File: config.mk
export PLATFORM = sky130hd
export DESIGN_NAME = tksc_core
export DESIGN_NICKNAME = d
export VERILOG_FILES = /design/src/pkg/tksc_pkg.sv /design/src/core/tksc_core.sv
export SDC_FILE = /design/constraint.sdc
export NUM_CORES = 1
export LEC_CHECK = 0
export BUFFER_PORTS_ARGS = -buffer_cell sky130_fd_sc_hd__buf_2
export CORE_MARGIN = 5
export CORE_UTILIZATION = 50
export DETAILED_ROUTE_END_ITERATION = 10
export PLACE_DENSITY = 0.65
export SETUP_SLACK_MARGIN = 0.15
export SYNTH_ARGS = -nofsm -noshare
export SYNTH_HDL_FRONTEND = slang
export SYNTH_SLANG_ARGS = --single-unit
File: constraint.sdc
create_clock -name pclk -period 13.15 [get_ports pclk]
set_input_delay 1.315 -clock pclk [delete_from_list [all_inputs] [get_ports pclk]]
set_output_delay 1.315 -clock pclk [all_outputs]
set_load 0.03 [all_outputs]
File: src/pkg/tksc_pkg.sv
package tksc_pkg;
  // register indices, byte address is four times the index
  localparam logic [15:0] SEQ_IDX  = 16'ha019;
  localparam logic [15:0] AVG_IDX  = 16'ha01a;
  localparam logic [15:0] CTRL_IDX = 16'ha020;
  localparam logic [15:0] STAT_IDX = 16'ha021;
  localparam logic [15:0] MASK_IDX = 16'ha022;
  localparam logic [15:0] TRIP_IDX = 16'ha023;
  localparam logic [15:0] REF_IDX  = 16'ha024;
  localparam logic [15:0] LOW_IDX  = 16'ha025;
  localparam logic [15:0] HIGH_IDX = 16'ha026;
  // values after reset
  localparam logic [7:0]  CFG_RST  = 8'h00;
  localparam logic [15:0] WORD_RST = 16'h0000;
  // sequence_timing_config fields
  localparam int RPT_LSB    = 6;
  localparam int SETTLE_LSB = 4;
  localparam int IDLE_LSB   = 2;
  localparam int NOISE_LSB  = 0;
  // averaging_threshold_config fields
  localparam int SLOW_LSB    = 6;
  localparam int CYC_LSB     = 3;
  localparam int REFERENCE_INIT_SEL_BIT = 2;
  localparam int COMPARE_VALUE_SEL_BIT  = 1;
  localparam int AUTOLF_BIT  = 0;
  // control register bits
  localparam int START_BIT   = 0;
  localparam int AUTO_BIT    = 1;
  localparam int IDLE_EN_BIT = 2;
  // status register bits, busy is read only
  localparam int BUSY_BIT  = 0;
  localparam int DONE_BIT  = 1;
  localparam int TRIP_BIT  = 2;
  localparam int NOISE_BIT = 3;
  // timing units in touch-key clock periods, then minimum averaging shift and default divider
  localparam int SETTLE_UNIT   = 4;
  localparam int IDLE_UNIT     = 256;
  localparam int NOISE_UNIT    = 8;
  localparam int AVG_MIN_SHIFT = 5;
  localparam int TK_DIV_DEF    = 2;
  // engine states, gray from idle through delay, settle and count to done
  typedef enum logic [2:0] {
    ST_IDLE   = 3'b000,
    ST_DELAY  = 3'b001,
    ST_SETTLE = 3'b011,
    ST_COUNT  = 3'b010,
    ST_DONE   = 3'b110
  } tksc_state_type;
  // cycles of one sequence for each cycle code
  function automatic logic [16:0] tksc_cycles(input logic [2:0] code);
    unique case (code)
      3'd0:    return 17'h0_0400;
      3'd1:    return 17'h0_0800;
      3'd2:    return 17'h0_1000;
      3'd3:    return 17'h0_2000;
      3'd4:    return 17'h0_3000;
      3'd5:    return 17'h0_4000;
      3'd6:    return 17'h0_8000;
      default: return 17'h1_0000;
    endcase
  endfunction
endpackage

File: src/core/tksc_core.sv
`timescale 1ns/10ps
`default_nettype none
// Behaviour
// - repeat field gives one, 4, 8, 16 sequences
// - settle for (field+1)*4 touch-key periods first
// - auto idle of (field+1)*256 periods once before each conversion, not between repeats
// - filter off at 00, else ignores long noise
// - cycle counter keeps running during filtered noise
// - auto reference follows moving average of 32..256 conversions
// - cycle field selects sequence cycle count
// - conversion ends exactly at the cycle count
// - optionally load first auto low count as reference
// - compare value is threshold or threshold plus reference
// - auto filter enable zero disables auto filtering
// - software starts, hardware clears start at completion
// - done interrupt only after all repeats complete, noise interrupt can come mid-count
// - auto trip over threshold raises interrupt and wakeup
// - auto start idle only while its enable set
module tksc_core
  import tksc_pkg::*;
#(
  parameter int TK_DIV = TK_DIV_DEF
) (
  // apb slave
  input  wire logic        pclk,
  input  wire logic        presetn,
  input  wire logic        psel,
  input  wire logic        penable,
  input  wire logic        pwrite,
  input  wire logic [17:0] paddr,
  input  wire logic [31:0] pwdata,
  output logic      [31:0] prdata,
  output logic             pready,
  output logic             pslverr,
  // electrode comparator
  input  wire logic        sense_in,
  // events
  output logic             irq,
  output logic             wakeup
);
  // apb registers
  logic [31:0]    prdata_r, prdata_nxt;
  logic           pready_r, pready_nxt;
  logic           pslverr_r, pslverr_nxt;
  // software registers
  logic [7:0]     seq_r, seq_nxt;    // sequence_timing_config
  logic [7:0]     avg_r, avg_nxt;    // averaging_threshold_config
  logic [2:0]     ctrl_r, ctrl_nxt;  // start, auto, idle enable
  logic [3:1]     stat_r, stat_nxt;  // sticky events
  logic [3:0]     mask_r, mask_nxt;  // interrupt mask
  logic [15:0]    trip_r, trip_nxt;  // trip_level
  logic [15:0]    ref_r, ref_nxt;    // reference level
  logic [15:0]    low_r, low_nxt;    // low_duty_total
  logic [15:0]    high_r, high_nxt;  // high_duty_total
  logic           irq_r, irq_nxt;
  logic           wake_r, wake_nxt;
  // engine state
  tksc_state_type st_r, st_nxt;
  logic [16:0]    cnt_r, cnt_nxt;    // down counter of periods
  logic [4:0]     pass_r, pass_nxt;  // sequence index
  logic [20:0]    alo_r, alo_nxt;    // low duty accumulator
  logic [20:0]    ahi_r, ahi_nxt;    // high duty accumulator
  logic [4:0]     run_r, run_nxt;    // same-level run length
  logic           lvl_r, lvl_nxt;    // last sampled level
  logic           first_r, first_nxt;
  logic [7:0]     div_r, div_nxt;    // touch-key clock divider
  // sense synchroniser
  logic           s1_r, s2_r;
  // decoded helpers
  logic           setup, wr, hit;
  logic [15:0]    idx;
  logic           tick, auto, filt_on, noisy, over;
  logic [1:0]     rpt, set_sel, idle_sel, nf_len, slow;
  logic [4:0]     pass_last;
  logic [15:0]    low_sat;
  logic [16:0]    cmp_val;
  logic signed [17:0] diff, step, sum;

  // field split
  assign rpt      = seq_r[RPT_LSB+:2];
  assign set_sel  = seq_r[SETTLE_LSB+:2];
  assign idle_sel = seq_r[IDLE_LSB+:2];
  assign nf_len   = seq_r[NOISE_LSB+:2];
  assign slow     = avg_r[SLOW_LSB+:2];
  assign auto     = ctrl_r[AUTO_BIT];
  assign idx      = paddr[17:2];
  assign setup    = psel & ~penable;
  assign wr       = psel & penable & pready_r & pwrite;
  assign tick     = (div_r == 8'(TK_DIV - 1));

  // last sequence index for the repeat code
  always_comb begin
    unique case (rpt)
      2'd0:    pass_last = 5'd0;
      2'd1:    pass_last = 5'd3;
      2'd2:    pass_last = 5'd7;
      default: pass_last = 5'd15;
    endcase
  end

  // noise filter: a run longer than len*8 is noise
  always_comb begin
    filt_on = (nf_len != 2'd0) && (!auto || avg_r[AUTOLF_BIT]);
    noisy   = filt_on && (32'(run_r) >= 32'(nf_len) * NOISE_UNIT);
  end

  // saturated total, compare value and moving average
  always_comb begin
    low_sat = (alo_r[20:16] != 5'd0) ? 16'hffff : alo_r[15:0];
    cmp_val = {1'b0, trip_r};
    if (avg_r[COMPARE_VALUE_SEL_BIT]) begin
      cmp_val = {1'b0, trip_r} + {1'b0, ref_r};
    end
    over = {1'b0, low_sat} > cmp_val;
    diff = $signed({2'b00, low_sat}) - $signed({2'b00, ref_r});
    step = diff >>> (AVG_MIN_SHIFT + 32'(slow));
    sum  = $signed({2'b00, ref_r}) + step;
  end

  // apb slave next values, zero wait states
  always_comb begin
    pready_nxt  = setup;
    pslverr_nxt = 1'b0;
    prdata_nxt  = prdata_r;
    hit         = 1'b1;
    if (setup) begin
      prdata_nxt = 32'h0000_0000;
      unique case (idx)
        SEQ_IDX:  prdata_nxt[7:0]  = seq_r;
        AVG_IDX:  prdata_nxt[7:0]  = avg_r;
        CTRL_IDX: prdata_nxt[2:0]  = ctrl_r;
        STAT_IDX: prdata_nxt[3:0]  = {stat_r, st_r != ST_IDLE};
        MASK_IDX: prdata_nxt[3:0]  = mask_r;
        TRIP_IDX: prdata_nxt[15:0] = trip_r;
        REF_IDX:  prdata_nxt[15:0] = ref_r;
        LOW_IDX:  prdata_nxt[15:0] = low_r;
        HIGH_IDX: prdata_nxt[15:0] = high_r;
        default:  hit = 1'b0;
      endcase
      pslverr_nxt = ~hit;
    end
  end

  // engine and register next values
  always_comb begin
    seq_nxt   = seq_r;
    avg_nxt   = avg_r;
    ctrl_nxt  = ctrl_r;
    mask_nxt  = mask_r;
    trip_nxt  = trip_r;
    ref_nxt   = ref_r;
    low_nxt   = low_r;
    high_nxt  = high_r;
    stat_nxt  = stat_r;
    st_nxt    = st_r;
    cnt_nxt   = cnt_r;
    pass_nxt  = pass_r;
    alo_nxt   = alo_r;
    ahi_nxt   = ahi_r;
    run_nxt   = run_r;
    lvl_nxt   = lvl_r;
    first_nxt = first_r;
    div_nxt   = tick ? 8'h00 : div_r + 8'h01;
    // software writes
    if (wr) begin
      unique case (idx)
        SEQ_IDX:  seq_nxt  = pwdata[7:0];
        AVG_IDX:  avg_nxt  = pwdata[7:0];
        CTRL_IDX: begin
          ctrl_nxt = pwdata[2:0];
          if (pwdata[AUTO_BIT] && !auto) begin
            first_nxt = 1'b1;
          end
        end
        STAT_IDX: stat_nxt = stat_r & ~pwdata[3:1];
        MASK_IDX: mask_nxt = pwdata[3:0];
        TRIP_IDX: trip_nxt = pwdata[15:0];
        REF_IDX:  ref_nxt  = pwdata[15:0];
        default:  ;
      endcase
    end
    // sequencer
    unique case (st_r)
      ST_IDLE: begin
        alo_nxt  = 21'h00_0000;
        ahi_nxt  = 21'h00_0000;
        pass_nxt = 5'd0;
        run_nxt  = 5'd0;
        if (ctrl_r[START_BIT] || auto) begin
          if (auto && ctrl_r[IDLE_EN_BIT]) begin
            st_nxt  = ST_DELAY;
            cnt_nxt = 17'((32'(idle_sel) + 1) * IDLE_UNIT - 1);
          end else begin
            st_nxt  = ST_SETTLE;
            cnt_nxt = 17'((32'(set_sel) + 1) * SETTLE_UNIT - 1);
          end
        end
      end
      ST_DELAY: begin
        if (tick) begin
          cnt_nxt = cnt_r - 17'd1;
          if (cnt_r == 17'd0) begin
            st_nxt  = ST_SETTLE;
            cnt_nxt = 17'((32'(set_sel) + 1) * SETTLE_UNIT - 1);
          end
        end
      end
      ST_SETTLE: begin
        if (tick) begin
          cnt_nxt = cnt_r - 17'd1;
          if (cnt_r == 17'd0) begin
            st_nxt  = ST_COUNT;
            cnt_nxt = tksc_cycles(avg_r[CYC_LSB+:3]) - 17'd1;
          end
        end
      end
      ST_COUNT: begin
        if (tick) begin
          cnt_nxt = cnt_r - 17'd1;
          lvl_nxt = s2_r;
          if (s2_r != lvl_r) begin
            run_nxt = 5'd0;
          end else if (run_r != 5'h1f) begin
            run_nxt = run_r + 5'd1;
          end
          if (noisy) begin
            stat_nxt[NOISE_BIT] = 1'b1;
          end else if (s2_r) begin
            ahi_nxt = ahi_r + 21'd1;
          end else begin
            alo_nxt = alo_r + 21'd1;
          end
          if (cnt_r == 17'd0) begin
            if (pass_r == pass_last) begin
              st_nxt = ST_DONE;
            end else begin
              pass_nxt = pass_r + 5'd1;
              cnt_nxt  = tksc_cycles(avg_r[CYC_LSB+:3]) - 17'd1;
            end
          end
        end
      end
      ST_DONE: begin
        st_nxt   = ST_IDLE;
        low_nxt  = low_sat;
        high_nxt = (ahi_r[20:16] != 5'd0) ? 16'hffff : ahi_r[15:0];
        if (auto) begin
          if (first_r && avg_r[REFERENCE_INIT_SEL_BIT]) begin
            ref_nxt = low_sat;
          end else begin
            ref_nxt = sum[15:0];
          end
          first_nxt = 1'b0;
          if (over) begin
            stat_nxt[TRIP_BIT] = 1'b1;
          end
        end else begin
          ctrl_nxt[START_BIT] = 1'b0;
          stat_nxt[DONE_BIT]  = 1'b1;
        end
      end
      default: st_nxt = ST_IDLE;
    endcase
    irq_nxt  = |({stat_nxt, 1'b0} & mask_r);
    wake_nxt = stat_nxt[TRIP_BIT];
  end

  // sense synchroniser, first stage feeds only the second
  always_ff @(posedge pclk or negedge presetn) begin
    if (!presetn) begin
      s1_r <= 1'b0;
      s2_r <= 1'b0;
    end else begin
      s1_r <= sense_in;
      s2_r <= s1_r;
    end
  end

  // register all state except the sense synchroniser
  always_ff @(posedge pclk or negedge presetn) begin
    if (!presetn) begin
      prdata_r  <= 32'h0000_0000;
      pready_r  <= 1'b0;
      pslverr_r <= 1'b0;
      seq_r     <= CFG_RST;
      avg_r     <= CFG_RST;
      ctrl_r    <= 3'h0;
      stat_r    <= 3'h0;
      mask_r    <= 4'h0;
      trip_r    <= WORD_RST;
      ref_r     <= WORD_RST;
      low_r     <= WORD_RST;
      high_r    <= WORD_RST;
      irq_r     <= 1'b0;
      wake_r    <= 1'b0;
      st_r      <= ST_IDLE;
      cnt_r     <= 17'h0_0000;
      pass_r    <= 5'd0;
      alo_r     <= 21'h00_0000;
      ahi_r     <= 21'h00_0000;
      run_r     <= 5'd0;
      lvl_r     <= 1'b0;
      first_r   <= 1'b0;
      div_r     <= 8'h00;
    end else begin
      prdata_r  <= prdata_nxt;
      pready_r  <= pready_nxt;
      pslverr_r <= pslverr_nxt;
      seq_r     <= seq_nxt;
      avg_r     <= avg_nxt;
      ctrl_r    <= ctrl_nxt;
      stat_r    <= stat_nxt;
      mask_r    <= mask_nxt;
      trip_r    <= trip_nxt;
      ref_r     <= ref_nxt;
      low_r     <= low_nxt;
      high_r    <= high_nxt;
      irq_r     <= irq_nxt;
      wake_r    <= wake_nxt;
      st_r      <= st_nxt;
      cnt_r     <= cnt_nxt;
      pass_r    <= pass_nxt;
      alo_r     <= alo_nxt;
      ahi_r     <= ahi_nxt;
      run_r     <= run_nxt;
      lvl_r     <= lvl_nxt;
      first_r   <= first_nxt;
      div_r     <= div_nxt;
    end
  end

  // outputs straight from flops
  assign prdata  = prdata_r;
  assign pready  = pready_r;
  assign pslverr = pslverr_r;
  assign irq     = irq_r;
  assign wakeup  = wake_r;
endmodule
`default_nettype wire

# ---- After elaboration in Yosys (flattened, before gate mapping)
# Cells that the tools add are included.
dict set report word_totals {
  inputBits 56
  register_bits 194
  elab_cells 203
  output_inout_bits 36
}
dict set report classes {
  n_lt_le_gt_ge 2
  bitwise 9
  eq_ne 38
  n_reduce_logical 32
  addsub 16
  n_shift 1
  muxes 79
}
# cell count
set op_table {}
lappend op_table {{$mux W17} 17}
lappend op_table {{$eq A16 B16 Y1 const B} 9}
lappend op_table {{$mux W21} 6}
lappend op_table {{$pmux W17 S7} 1}
lappend op_table {{$mux W16} 7}
lappend op_table {{$pmux W21 S2} 2}
lappend op_table {{$pmux W17 S4} 1}
lappend op_table {{$sub A17 B1 Y17 const B} 3}
lappend op_table {{$add A21 B1 Y21 const B} 2}
lappend op_table {{$pmux W8 S4} 1}
lappend op_table {{$mux W3} 10}
lappend op_table {{$mux W5} 6}
lappend op_table {{$pmux W3 S9} 1}
lappend op_table {{$ne A2 B2 Y1 const B} 12}
lappend op_table {{$pmux W4 S6} 1}
lappend op_table {{$pmux W5 S2} 2}
lappend op_table {{$mux W1} 18}
lappend op_table {{$add A16 B16 Y17} 1}
lappend op_table {{$gt A16 B17 Y1} 1}
lappend op_table {{$logic_not A17 Y1} 1}
lappend op_table {{$sshr A17 B4 Y16} 1}
lappend op_table {{$sub A16 B16 Y17} 1}
lappend op_table {{$add A16 B16 Y16} 1}
lappend op_table {{$eq A3 B2 Y1 const B} 4}
lappend op_table {{42 further kinds} 68}

# ---- Longest topological paths before layout
dict set report depth {
  word_depth 12
  ltp_mapped 25
  ltp_nobuf 23
}

# ---- Worst setup path before layout
# Ideal clock, no wire load.
dict set report synth_timing {
  kind {reg-to-reg}
  from {reg alo_r[17]}
  to {reg ref_r[15]}
  n_path_buf 1
  setup_ns 0.104
  synth_period_minus_slack_ns 5.541
  t_arrival_ns 5.437
  required_ns 13.046
  stages_incl_launch_ff 23
  path_slack_ns 7.609
  cell_sequence {dfrtp_1 nor3_2 nand2_1 clkbuf_1 or2_2 ha_1 nand2_1 a211o_2 a211oi_4 o31ai_2 nor3b_1 o311a_1 a311oi_1 mux2_2 ha_1 a21oi_1 o21ai_0 a21oi_1 a21oi_1 or4_1 nand3_1 mux2_2 a221oi_1}
}
dict set report synth_between {
  elab_chain_cells 8
}
# element line_no
set synth_rtl {}
lappend synth_rtl {{from (decl)} tksc_core.sv:61} ;# logic [20:0] alo_r, alo_nxt;
lappend synth_rtl {{from (signal assigned)} tksc_core.sv:323} ;# alo_r <= alo_nxt;
lappend synth_rtl {{$reduce_bool A5 Y1} tksc_core.sv:109} ;# low_sat = (alo_r[20:16] != 5'd0) ? 16'hffff : alo_r[15:0];
lappend synth_rtl {{$mux W16} tksc_core.sv:109}
lappend synth_rtl {{via low_sat[4]} tksc_core.sv:75} ;# logic [15:0] low_sat;
lappend synth_rtl {{$sub A16 B16 Y17} tksc_core.sv:115} ;# diff = $signed({2'b00, low_sat}) - $signed({2'b00, ref_r});
lappend synth_rtl {{$sshr A17 B4 Y16} tksc_core.sv:116} ;# step = diff >>> (AVG_MIN_SHIFT + 32'(slow));
lappend synth_rtl {{$add A16 B16 Y16} tksc_core.sv:117} ;# sum = $signed({2'b00, ref_r}) + step;
lappend synth_rtl {{$mux W16} tksc_core.sv:248} ;# if (first_r && avg_r[REFERENCE_INIT_SEL_BIT]) begin
lappend synth_rtl {{$mux W16} tksc_core.sv:247} ;# if (auto) begin
lappend synth_rtl {{$mux W16} tksc_core.sv:183} ;# unique case (st_r)
lappend synth_rtl {{via ref_nxt[15]} tksc_core.sv:52} ;# logic [15:0] ref_r, ref_nxt;
lappend synth_rtl {{to (signal assigned)} tksc_core.sv:315} ;# ref_r <= ref_nxt;
lappend synth_rtl {{to (decl)} tksc_core.sv:52}
# The timed path passes the listed nets, and every way through them passes these cells.
# A chain may end at the register's enable or synchronous reset.

# ---- Worst setup path in the final report
# Same ends and word-level chain as after synthesis.

==> results.ini <==
[power_and_ir_drop]
p_clk_share_pct = 42.5
p_sw_share_pct = 25.8
internal_power_w = 0.000902
switchingPower_w = 0.000313
p_leak_nw = 6.67
p_comb_share_pct = 7.2
vdd_drop_max_v = 0.0000745
seqPwrFrac_pct = 50.3
power_density_nw_per_um2 = 85.1

[layout]
fin_util_pct = 54.8
final_area_um2 = 14300
instances_no_fill = 1839
layout.nets = 1626
antenna_cells = 0
drive_gt1_share_pct = 12.4
area_growth_pct = 8.14
n_fill_cell = 2348

[global_routing]
grt_pass1_wl_um = 57300
grt_pass1_vias = 10700
gr-usage-all-layers_pct = 23.2
grt_max_degree = 125
overflow = 0
antenna_found_initial = 0

[placement]
dp_cells = 1808
gp_congestion = 0.874
hpwl_um = 26400
io_buffers = 57
placed_area_um2 = 13700

[timing]
slew_violations = 0
hold_ws_ps = 353
finalCriticalPeriod_ps = 6940
rsz0062_at_grt = false
period_share_pct = 52.8
relSlewSlack_pct = 19.7
finalSetupViolCount = 0
fmax_ghz = 0.144
fin_tns_setup_ps = 0
timing.final.hold_violations = 0
worst_slew_pin_slew_ps = 1200
finClkSkew_ps = 13.6

[critical_path]
worstSetupStartpointType = flop
r2r-end = ref_r[15]
r2r_setup_slack_ps = 6210
end_kind = flop
timing.rr.start = alo_r[17]
worst-path-max-fanout = 13
arrival_ps = 7280
cp.required_ps = 13490
reg2reg_depth = 20
worstSetupPathType = reg -> reg

[logic_synthesis]
synthMostInstantiatedCell = dfrtp_1
async_flop_share_pct = 100
yosysSeqAreaShare_pct = 36.5
synth_ff_type = dfrtp_1
synth_area_leaders = dfrtp_1, ha_1, mux2_2
yosys.area.top_type_share_pct = 36.5
syn_avg_cell_area_um2 = 9.03
synth-edff-count = 0
yosysUniqueCellTypes = 98
synth_seq_cells = 193
synth_common_cells = dfrtp_1, nor2_1, nand2_1
synthCells = 1463
syn_area_um2 = 13200
yosys_warnings = 0
yosysTopAreaCell = dfrtp_1

[status]
status = complete, no violations

[die]
core_area_um2 = 26100
start_util_pct = 50.7
dieArea_um2 = 29800
rows = 59
die_w_um = 173
io-pin-count = 92
die_h_um = 173

[routing]
detail-route-antenna-nets = 0
first_pass_iters = 6
drc = 0
routedWlPerCell_um = 19.3
vias_per_cell = 6.12
drt_iter0_markers = 1044
num_vias = 11300
wirelength_um = 35400

[clock_tree]
htree_levels = 4
clk_latency_ps = 440
hold_buffers = 0
cts_tree = done
cts_setup_buffers = 0
cts_resized = 0
clk_path_buf_depth = 2
numCtsBuffers = 17
cts-root-buf = clkbuf_16
path_clk_slew_ps = 70
cts.sinks = 193

[worst_hold_path]
hp-start = s1_r
hold_path.class = reg -> reg
worstHoldEndpoint = s2_r
hold_depth = 0

[run]
cap_violations = 0

## sequential cells by signal, indices dropped and copies added, names as in the netlist, 4 cells and up
signal / cells
avg_r: 8
div_r: 8
high_r: 16
alo_r: 21
prdata: 16
seq_r: 8
low_r: 16
ahi_r: 21
trip_r: 16
run_r: 5
mask_r: 4
ref_r: 16
pass_r: 5
cnt_r: 17
## worst max-delay path by stage
stage | from | to | slack, ps | depth (start not counted)
3_5_place_dp | alo_r[17] | ref_r[15] | 6350 | 20
6_report | alo_r[17] | ref_r[15] | 6210 | 20
5_1_grt | alo_r[17] | ref_r[15] | 5710 | 21
4_1_cts | alo_r[17] | ref_r[15] | 6320 | 20
2_1_floorplan | alo_r[17] | ref_r[15] | 7610 | 22
3_3_place_gp | alo_r[17] | ref_r[15] | 6430 | 20
## layout make-up
type | count | area [µm²] | area share (%)
clock buffers | 20 | 447 | 3.13
clock inverters | 11 | 125 | 0.876
inverters | 71 | 267 | 1.86
multi-input cells | 1143 | 7840 | 54.9
flip-flops and latches | 193 | 4830 | 33.8
well taps | 335 | 419 | 2.93
repair buffers | 66 | 362 | 2.53
## power by group through the flow
| stage | clock, W | combinational [W] | sequential, W |
|---|---|---|---|
| 4_1_cts | 0.000522 | 0.0000880 | 0.000611 |
| 2_1_floorplan | 0 | 0.0000530 | 0.000622 |
| 6_report | 0.000516 | 0.0000881 | 0.000611 |
| 3_5_place_dp | 0 | 0.0000880 | 0.000623 |
| 5_1_grt | 0.000546 | 0.0000981 | 0.000612 |
| 3_3_place_gp | 0 | 0.0000857 | 0.000623 |
## cell families (layout without fill, tap and decap cells)
family                   count (synthesis)  in the layout  synth area share [%]
buffers and inverters                  142            168                  4.57
AO/OA/AOI/OAI                          415            415                  21.6
XOR/XNOR                                62             62                  4.11
flip-flops                             193            193                  36.5
multiplexers                            88             88                  7.31
adder cells (fa/ha/maj)                 79             79                  7.58
AND/OR/NAND/NOR                        483            483                  18.3
other                                    1             16                0.0284
## layer usage
layer / vias up / wire [µm] / track usage, %
met2: 313 / 16300 / 37.2
met3: 32 / 2000 / 4.04
li1: 5435 / - / -
met5: - / 0 / 0
met1: 5471 / 16700 / 33.1
met4: 0 / 471 / 4.95
## layout by cell type, fill, tap and decap left out, drive strengths merged, types with 11 or more instances in the layout
cell type,Yosys,final
and3,18,18
nand2b,12,12
o21a,12,12
a211oi,29,29
a22oi,22,22
inv,70,75
nor2,132,132
a222oi,11,11
xnor2,42,42
o21ai,102,102
nor3,38,38
o211ai,12,12
a21oi,91,91
ha,76,76
nand4,19,19
or2,12,12
a22o,14,14
dfrtp,193,193
nor4,12,12
o22a,16,16
nand3,41,41
buf,26,65
nand2,125,125
mux2,48,48
conb,1,16
nor2b,12,12
mux2i,38,38
xor2,20,20
or3,27,27
a31oi,13,13
a21o,17,17
clkbuf,45,21
## critical path, cell delays in order (launching register included)
cell and delay [ps]:
dfrtp_1 410, nor3_2 560, nand2_1 430, nor2_1 370
inv_1 150, ha_1 530, nand3_1 210, a21oi_1 490
o21a_2 260, nor2_1 70, a311oi_1 570, mux4_2 410
a21oi_2 70, ha_1 260, or3_1 410, o211ai_1 310
a21oi_1 150, or4_1 520, nand3_1 90, mux2_2 350
a221oi_1 210
## per-stage QoR
| step | setup WS, ps | total power (W) |
|---|---|---|
| 2_1_floorplan | 7610 | 0.000675 |
| 3_3_place_gp | 6430 | 0.000708 |
| 3_5_place_dp | 6350 | 0.000711 |
| 4_1_cts | 6320 | 0.00122 |
| 5_1_grt | 5710 | 0.00126 |
| 6_report | 6210 | 0.00122 |
Power figures use the tool's default switching activity.
